`src/pio_pkg.sv`:
```
// Constants and selector codes for the parallel port control logic.
// Assumes one 8-pin port sampled on the instruction-cycle clock.
// How it works
// - Output data latch keeps the last written value until software rewrites it.
// - Input pins are not latched; a read samples live pin level.
// - A written output value reaches the pins in the following cycle.
// - An output-mode pin with alternate enable 0 is driven from its output data bit.
// - Reading the pin register returns live levels of input-mode pins.
// - Direction bit 0 means input, 1 means output.
// - Alternate enable 1 routes peripheral output; 0 uses the data latch.
// - Drive type picks push-pull or low-only open-drain.
// - Pull-up connects only for inputs or open-drain outputs.
// - Route field 01 or 11 puts second UART on bits 6 and 5.
// - Route field 00 or 10 puts SPI-style MISO, MOSI, clock, select on 6-3.
// - Route field 10 or 11 puts synchronous serial clock on bit 2.
package pio_pkg;

    localparam int PORT_W = 8;
    localparam logic [7:0] DATA_RST = 8'h00;
    localparam logic [7:0] DIR_RST = 8'h00;
    localparam logic [7:0] ALT_RST = 8'h00;
    localparam logic [7:0] DRIVE_RST = 8'h00;
    localparam logic [7:0] PULLUP_RST = 8'h00;
    localparam logic [1:0] ROUTE_RST = 2'h0;
    localparam logic [7:0] SYNC_RST = 8'h00;
    localparam logic [7:0] READ_RST = 8'h00;
    // Routed peripheral inputs idle high while not selected.
    localparam logic [5:0] PERIPH_IN_IDLE = 6'h3F;

    // Bit positions of the routed serial signals on the port.
    localparam int BIT_MISO_RX = 6;
    localparam int BIT_MOSI_TX = 5;
    localparam int BIT_SPI_CLK = 4;
    localparam int BIT_SPI_SS = 3;
    localparam int BIT_SYNC_CLK = 2;

    // Route field bit that selects the UART, and the one that selects the sync clock.
    localparam int ROUTE_UART_BIT = 0;
    localparam int ROUTE_SYNC_BIT = 1;

    // Register selected by a software write.
    typedef enum logic [2:0]
    {
        SEL_DATA,
        SEL_DIR,
        SEL_ALT,
        SEL_DRIVE,
        SEL_PULLUP,
        SEL_ROUTE
    } reg_sel_e;

endpackage

```
`src/parallel_io_port_control.sv`:
```
// Parallel port control: output latch, direction, alternate output routing,
// drive type, pull-ups and serial-signal routing for one 8-pin port.
// Assumes the CPU issues one-cycle write and read strobes on clock_in and
// that pin levels are asynchronous to clock_in.
`timescale 1ns/1ns

module parallel_io_port_control
    import pio_pkg::*;
(
    // Clock and reset.
    input wire logic clock_in,
    input wire logic rst_b_in,
    // CPU register access.
    input wire logic wr_en_in,
    input wire reg_sel_e wr_sel_in,
    input wire logic [7:0] wr_data_in,
    input wire logic rd_en_in,
    output logic [7:0] port_pin_read_out,
    output logic [7:0] port_direction_out,
    output logic [1:0] serial_route_field_out,
    // Pins.
    input wire logic [7:0] pin_in,
    output logic [7:0] pin_out,
    output logic [7:0] pin_oe_out,
    output logic [7:0] pullup_on_out,
    // Peripheral outputs toward the pins.
    input wire logic [7:0] periph_out_in,
    input wire logic uart_b_transmit_in,
    input wire logic spi_miso_in,
    input wire logic spi_mosi_in,
    input wire logic spi_style_clock_in,
    input wire logic sync_serial_clock_in,
    // Peripheral inputs taken from the pins.
    output logic uart_b_receive_out,
    output logic spi_miso_out,
    output logic spi_mosi_out,
    output logic spi_style_clock_out,
    output logic spi_ss_out,
    output logic sync_serial_clock_out
);

    // Control registers and their next values.
    logic [7:0] port_output_data_r;
    logic [7:0] port_output_data_nxt;
    logic [7:0] port_direction_r;
    logic [7:0] port_direction_nxt;
    logic [7:0] port_alt_output_enable_r;
    logic [7:0] port_alt_output_enable_nxt;
    logic [7:0] port_drive_type_r;
    logic [7:0] port_drive_type_nxt;
    logic [7:0] port_pullup_enable_r;
    logic [7:0] port_pullup_enable_nxt;
    logic [1:0] serial_route_field_r;
    logic [1:0] serial_route_field_nxt;

    // Pin synchroniser and read path.
    logic [7:0] pin_meta_r;
    logic [7:0] pin_sync_r;
    logic [7:0] read_r;
    logic [7:0] read_nxt;
    logic [5:0] periph_in_r;
    logic [5:0] periph_in_nxt;

    // Pin drive decode.
    logic [7:0] alt_src;
    logic [7:0] drive_val;

    // Software writes; an unselected register keeps its value indefinitely.
    always_comb
    begin
        port_output_data_nxt = port_output_data_r;
        port_direction_nxt = port_direction_r;
        port_alt_output_enable_nxt = port_alt_output_enable_r;
        port_drive_type_nxt = port_drive_type_r;
        port_pullup_enable_nxt = port_pullup_enable_r;
        serial_route_field_nxt = serial_route_field_r;
        if (wr_en_in)
        begin
            unique case (wr_sel_in)
                SEL_DATA: port_output_data_nxt = wr_data_in;
                SEL_DIR: port_direction_nxt = wr_data_in;
                SEL_ALT: port_alt_output_enable_nxt = wr_data_in;
                SEL_DRIVE: port_drive_type_nxt = wr_data_in;
                SEL_PULLUP: port_pullup_enable_nxt = wr_data_in;
                SEL_ROUTE: serial_route_field_nxt = wr_data_in[1:0];
                default: port_output_data_nxt = port_output_data_r;
            endcase
        end
    end

    // Direction and alternate enables clear at reset so no pin drives early.
    always_ff @(posedge clock_in or negedge rst_b_in)
    begin
        if (!rst_b_in)
        begin
            port_output_data_r <= DATA_RST;
            port_direction_r <= DIR_RST;
            port_alt_output_enable_r <= ALT_RST;
            port_drive_type_r <= DRIVE_RST;
            port_pullup_enable_r <= PULLUP_RST;
            serial_route_field_r <= ROUTE_RST;
        end
        else
        begin
            port_output_data_r <= port_output_data_nxt;
            port_direction_r <= port_direction_nxt;
            port_alt_output_enable_r <= port_alt_output_enable_nxt;
            port_drive_type_r <= port_drive_type_nxt;
            port_pullup_enable_r <= port_pullup_enable_nxt;
            serial_route_field_r <= serial_route_field_nxt;
        end
    end

    // Two-stage synchroniser; only pin_sync_r is read by logic.
    always_ff @(posedge clock_in or negedge rst_b_in)
    begin
        if (!rst_b_in)
        begin
            pin_meta_r <= SYNC_RST;
            pin_sync_r <= SYNC_RST;
        end
        else
        begin
            pin_meta_r <= pin_in;
            pin_sync_r <= pin_meta_r;
        end
    end

    // The read captures the pin level in the read cycle only; nothing is held
    // between reads, so slow or bouncing inputs must be filtered in software.
    // Output-mode bits read back the latch rather than the pad.
    always_comb
    begin
        read_nxt = read_r;
        if (rd_en_in)
        begin
            read_nxt = (pin_sync_r & ~port_direction_r) | (port_output_data_r & port_direction_r);
        end
    end

    // Routed peripheral inputs; unselected ones idle high so a receiver sees no start bit.
    always_comb
    begin
        periph_in_nxt = PERIPH_IN_IDLE;
        if (serial_route_field_r[ROUTE_UART_BIT])
        begin
            periph_in_nxt[0] = pin_sync_r[BIT_MISO_RX];
        end
        else
        begin
            periph_in_nxt[1] = pin_sync_r[BIT_MISO_RX];
            periph_in_nxt[2] = pin_sync_r[BIT_MOSI_TX];
            periph_in_nxt[3] = pin_sync_r[BIT_SPI_CLK];
            periph_in_nxt[4] = pin_sync_r[BIT_SPI_SS];
        end
        if (serial_route_field_r[ROUTE_SYNC_BIT])
        begin
            periph_in_nxt[5] = pin_sync_r[BIT_SYNC_CLK];
        end
    end

    always_ff @(posedge clock_in or negedge rst_b_in)
    begin
        if (!rst_b_in)
        begin
            read_r <= READ_RST;
            periph_in_r <= PERIPH_IN_IDLE;
        end
        else
        begin
            read_r <= read_nxt;
            periph_in_r <= periph_in_nxt;
        end
    end

    // Secondary output source per pin, after serial routing.
    always_comb
    begin
        alt_src = periph_out_in;
        if (serial_route_field_r[ROUTE_UART_BIT])
        begin
            alt_src[BIT_MOSI_TX] = uart_b_transmit_in;
        end
        else
        begin
            alt_src[BIT_MISO_RX] = spi_miso_in;
            alt_src[BIT_MOSI_TX] = spi_mosi_in;
            alt_src[BIT_SPI_CLK] = spi_style_clock_in;
        end
        if (serial_route_field_r[ROUTE_SYNC_BIT])
        begin
            alt_src[BIT_SYNC_CLK] = sync_serial_clock_in;
        end
    end

    // Pin drivers; combinational from the latch so a write shows next cycle.
    // Open-drain only enables the driver for a low, letting the pull-up or
    // the board raise the line.
    genvar g;
    generate
        for (g = 0; g < PORT_W; g++)
        begin : g_pin
            assign drive_val[g] = port_alt_output_enable_r[g] ? alt_src[g] : port_output_data_r[g];
            assign pin_out[g] = port_drive_type_r[g] ? 1'b0 : drive_val[g];
            assign pin_oe_out[g] = port_direction_r[g] & (~port_drive_type_r[g] | ~drive_val[g]);
            assign pullup_on_out[g] = port_pullup_enable_r[g] & (~port_direction_r[g] | port_drive_type_r[g]);
        end
    endgenerate

    // Status and peripheral outputs.
    assign port_pin_read_out = read_r;
    assign port_direction_out = port_direction_r;
    assign serial_route_field_out = serial_route_field_r;
    assign uart_b_receive_out = periph_in_r[0];
    assign spi_miso_out = periph_in_r[1];
    assign spi_mosi_out = periph_in_r[2];
    assign spi_style_clock_out = periph_in_r[3];
    assign spi_ss_out = periph_in_r[4];
    assign sync_serial_clock_out = periph_in_r[5];
endmodule

```
`config.mk`:
```
export PLATFORM = sky130hd
export DESIGN_NAME = parallel_io_port_control
export DESIGN_NICKNAME = d
export VERILOG_FILES = /design/src/pio_pkg.sv /design/src/parallel_io_port_control.sv
export SDC_FILE = /design/constraint.sdc
export NUM_CORES = 1
export LEC_CHECK = 0
export BUFFER_PORTS_ARGS = -buffer_cell sky130_fd_sc_hd__buf_2
export CAP_MARGIN = 15
export CORE_UTILIZATION = 46
export CTS_BUF_LIST = sky130_fd_sc_hd__clkbuf_8 sky130_fd_sc_hd__clkbuf_16
export DETAILED_ROUTE_END_ITERATION = 8
export HOLD_SLACK_MARGIN = 0.05
export PLACE_DENSITY = 0.85
export SYNTH_ARGS = -nofsm -noshare
export SYNTH_HDL_FRONTEND = slang
export SYNTH_SLANG_ARGS = --single-unit
export TNS_END_PERCENT = 10
```
`constraint.sdc`:
```
create_clock -name clock_in -period 1.06 [get_ports clock_in]
set_input_delay 0.053 -clock clock_in [delete_from_list [all_inputs] [get_ports clock_in]]
set_output_delay 0.053 -clock clock_in [all_outputs]
set_load 0.03 [all_outputs]
```
# After elaboration in Yosys (flattened, before gate mapping)
# Cells that the tools add are included.
# op_classes
eq_ne	5
mux	23
bitwise_logic	60
reduce_logical	7
# ops
op	count
1-bit NOT	24
1-bit two-way mux	22
1-bit AND	16
8-bit AND	2
1-bit bitwise OR	16
2-bit AND reduction	6
8-bit NOT	1
8-bit bitwise OR	1
3-bit by 2-bit equality test with 1-bit output, second input constant	2
3-bit equality test, second input constant	2
4-bit two-way mux	1
3-bit by 1-bit equality test with 1-bit output, second input constant	1
3-bit logical NOT	1
# totals
ff_bits	72
in_bits	36
elab_cells	105

# Logic depth before layout (Yosys ltp)
# logic_depth
ltp_word	5
ltp_mapped	4
ltp_nobuf	2

# Worst setup path before layout
# No wires, ideal clock.
# synth_path
path_type	register to output
from	reg serial_route_field_r[0] (netlist: serial_route_field_out[0])
to	out pin_out[4]
t_arrival_ps	1733
setup_slack_ps	-726
stages_incl_launch_ff	4
cell_sequence	dfrtp_1 -> clkbuf_1 -> mux2i_1 -> a211oi_1
# synth_via
elab_chain_cells	3
# synth_rtl
item	line_no	source
from (decl)	parallel_io_port_control.sv:53	logic [1:0] serial_route_field_r;
from (signal assigned)	parallel_io_port_control.sv:110	serial_route_field_r <= serial_route_field_nxt;
1-bit two-way mux	parallel_io_port_control.sv:180	if (serial_route_field_r[ROUTE_UART_BIT])
1-bit two-way mux	parallel_io_port_control.sv:203	assign drive_val[g] = port_alt_output_enable_r[g] ? alt_src[g] : port_output_data_r[g];
1-bit two-way mux	parallel_io_port_control.sv:204	assign pin_out[g] = port_drive_type_r[g] ? 1'b0 : drive_val[g];
to (decl)	parallel_io_port_control.sv:23	output logic [7:0] pin_out,
# Every way passes these cells.

# Worst setup path in the final report
# layout_path
from	reg serial_route_field_r[0] (netlist: serial_route_field_out[0])
to	out pin_oe_out[4]
# layout_via
elab_chain_cells	5
# layout_rtl
item	line_no	source
1-bit two-way mux	parallel_io_port_control.sv:180	
1-bit two-way mux	parallel_io_port_control.sv:203	
1-bit NOT	parallel_io_port_control.sv:205	assign pin_oe_out[g] = port_direction_r[g] & (~port_drive_type_r[g] | ~drive_val[g]);
1-bit bitwise OR	parallel_io_port_control.sv:205	
1-bit AND	parallel_io_port_control.sv:205	
to (decl)	parallel_io_port_control.sv:24	output logic [7:0] pin_oe_out,
# Every way passes these cells.

==> impl_metrics.tcl <==
set metrics [dict create \
    clk_latency_ns 0.34 \
    place_ws_ns -0.166 \
    maxSlewViolCount 0 \
    fmax_mhz 657 \
    ios 84 \
    hp-class "input port to asynchronous set/reset pin" \
    ys_types 23 \
    worstPathCellList "mux2i_4 -> o211a_4 -> buf_6" \
    status "finished with violations" \
    syn2layout_area_growth_pct 45.2 \
    violations "negative setup slack" \
    grt_max_degree 37 \
    critPathBufInv 1 \
    die-height_um 81.8 \
    multi_input_area_mm2 0.00120 \
    vias_per_cell 5.01 \
    min_period_ns 1.52 \
    startpoint "serial_route_field_out[0]" \
    wire_per_inst_um 16.0 \
    syn_area_per_cell_um2 14.1 \
    cp.arrival_ns 1.47 \
    num_rows 28 \
    cpPeakStageDelay_ns 0.51 \
    globalRouteOverflowTotal 0 \
    die_w_um 81.8 \
    syn_nets 244 \
    rr_worst_depth 3 \
    p_leak_nw 1.93 \
    first_pass_iters 4 \
    ant_nets 0 \
    setup_viol 28 \
    drtIter0Drc 84 \
    post-route-period-util_pct 144 \
    h-tree-depth 3 \
    start_kind "register" \
    nNetsFinal 365 \
    power_mw 8.56 \
    irDropWorstVdd_mv 1.09 \
    register_area_mm2 0.00182 \
    drive_gt1_share_pct 60.4 \
    grt_pass1_wl_um 9870 \
    tightest_slew_ns 0.324 \
    cap_violations 0 \
    critPathKind "register to primary output" \
    final.fill_count 400 \
    critPathRequiredTime_ns 1.01 \
    finalClockSkew_ns 0.00749 \
    synth-seq-cells 72 \
    slew_headroom_pct 78.4 \
    cts_max_path_buffers 2 \
    wirelength_um 6510 \
    root_buffer "clkbuf_8" \
    cp.depth 3 \
    timing.rr.end "serial_route_field_out[0]" \
    antenna_found_initial 0 \
    crit_family "flip-flops" \
    finalWorstSetupSlack_ns -0.461 \
    drc 0 \
    seq_area_frac_synth_pct 61.8 \
    crit_path_max_fanout 5 \
    num_antenna_cells 0 \
    hold_violations 0 \
    syn_area_mm2 0.00293 \
    groute.usage.overall_pct 20.9 \
    num_vias 2044 \
    clkSinkCount 72 \
    setup_tns_ns -6.47 \
    p_per_area_mw_per_mm2 2010 \
    end_kind "primary output" \
    initial_core_util_pct 48.6 \
    core-area_mm2 0.00603 \
    r2r_slack_ns -0.15 \
    dp_hpwl_um 4290 \
    stdcell_count 408 \
    endpoint "pin_oe_out[4]" \
    gp_congestion 0.733 \
    dieArea_mm2 0.00669 \
    ys.warnings.count 0 \
    clk_pin_slew_ns 0.07 \
    slowest_stage "dfrtp_2" \
    cts_tree "yes" \
    grt_pass1_vias 1991 \
    r2r_start "serial_route_field_out[0]" \
    io_buffers 82 \
    placedCellCount 374 \
    cts_buffers 9 \
    rsz0062_at_grt "true" \
    synth_cells 208 \
]
==> flip-flops by register name, indices dropped and copies added (netlist names) <==
signal and count:
port_pin_read_out 8, serial_route_field_out 2, pin_sync_r 8, port_direction_out 8, port_alt_output_enable_r 8, port_output_data_r 8, periph_in_r 6, port_pullup_enable_r 8
pin_meta_r 8, port_drive_type_r 8
==> kinds of logic after synthesis <==
kind of cell           synth area share, %
DFF                                   61.8
and+or+nand+nor                       7.78
muxes                                 21.7
AOI/OAI and AO/OA                     6.84
buffers and inverters                 1.92
==> routing by layer <==
| layer | wire length, um | up-vias | track usage (%) |
|---|---|---|---|
| met2 | 3300 | 60 | 35.0 |
| met3 | 255 | 9 | 5.22 |
| met4 | 132 | 0 | 9.12 |
| met1 | 2830 | 1006 | 25.5 |
| met5 | 0 | - | 0 |
| li1 | - | 969 | - |
==> cell usage after synthesis (all sizes together) <==
cell,n,area [um^2]
inv,8,30.0
nand2b,2,12.5
nand3b,4,30.0
and4bb,2,25.0
o211a,4,40.0
nor2,15,56.3
mux2i,15,150
nand2,4,15.0
nor4b,1,23.8
dfrtp,66,1650
or2,4,25.0
nor4bb,1,10.0
a21boi,9,67.6
a211oi,4,30.0
a21oi,8,40.0
mux2,43,484
buf,3,15.0
and2,1,6.26
o21a,3,22.5
nand4b,2,23.8
dfstp,6,158
clkbuf,3,11.3
==> timing repair <==
action	in CTS	in global routing
pin swaps	3	3
setup buffers	1	1
hold buffers	17	0
endpoints found under the hold margin	122	0
setup endpoints to repair	39	39
gates resized for setup	63	19
==> per-stage QoR <==
step,hold WS [ns],cell area [um^2],utilization [%]
6_report,0.117,4250,70.6
5_1_grt,0.107,4250,70.6
4_1_cts,0.0733,4200,69.6
3_5_place_dp,-0.102,3680,61.0
3_3_place_gp,-0.100,3680,61.0
2_1_floorplan,-0.243,3030,-
==> layout by cell type (no fill, tap or decap), types with 3 or more instances in the layout <==
cell,netlist,layout
dfrtp_1,66,54
buf_2,3,45
mux2_2,43,43
buf_4,0,27
buf_6,0,22
dlygate4sd3_1,0,17
nor2_1,15,15
dfrtp_2,0,12
mux2i_1,15,10
clkbuf_8,0,9
inv_1,8,8
a21oi_1,8,8
dfstp_2,6,6
a21boi_1,0,5
buf_12,0,5
or2_2,4,4
a21boi_2,0,4
a211oi_4,0,4
nand2_1,4,4
nand3b_1,4,4
o21a_1,3,3
mux2i_4,0,3
o211a_4,0,3
clkinv_2,0,3
==> final cells by class <==
type                            count  area share [%]
Inverter                            8           0.706
Clock buffer                        9            2.91
Sequential cell                    72            42.9
Clock inverter                      6           0.706
Tap cell                           75            2.21
Timing Repair Buffer              116            22.2
Multi-Input combinational cell    122            28.3
==> worst reg2reg max path: stages (launching register included) <==
cell     delay [ns]
dfrtp_2        0.50
buf_4          0.18
buf_4          0.14
mux2_2         0.27
==> report_power, final <==
part	total, mW	leakage, nW	internal (mW)	switching, mW
Sequential	3.76	0.831	3.27	0.495
Clock	1.73	0.0872	0.805	0.921
Combinational	3.07	1.01	1.48	1.59
==> how the worst min path moves through the flow <==
stage	start	endpoint	slack, ns
finish	rst_b_in	port_drive_type_r[1]	0.12
global route	rst_b_in	port_drive_type_r[1]	0.11
CTS	rst_b_in	port_drive_type_r[1]	0.07
detailed placement	rst_b_in	port_drive_type_r[1]	-0.10
global placement	rst_b_in	port_pullup_enable_r[1]	-0.10
floorplan	rst_b_in	pin_meta_r[0]	-0.24
Power figures use the tool's default switching activity.
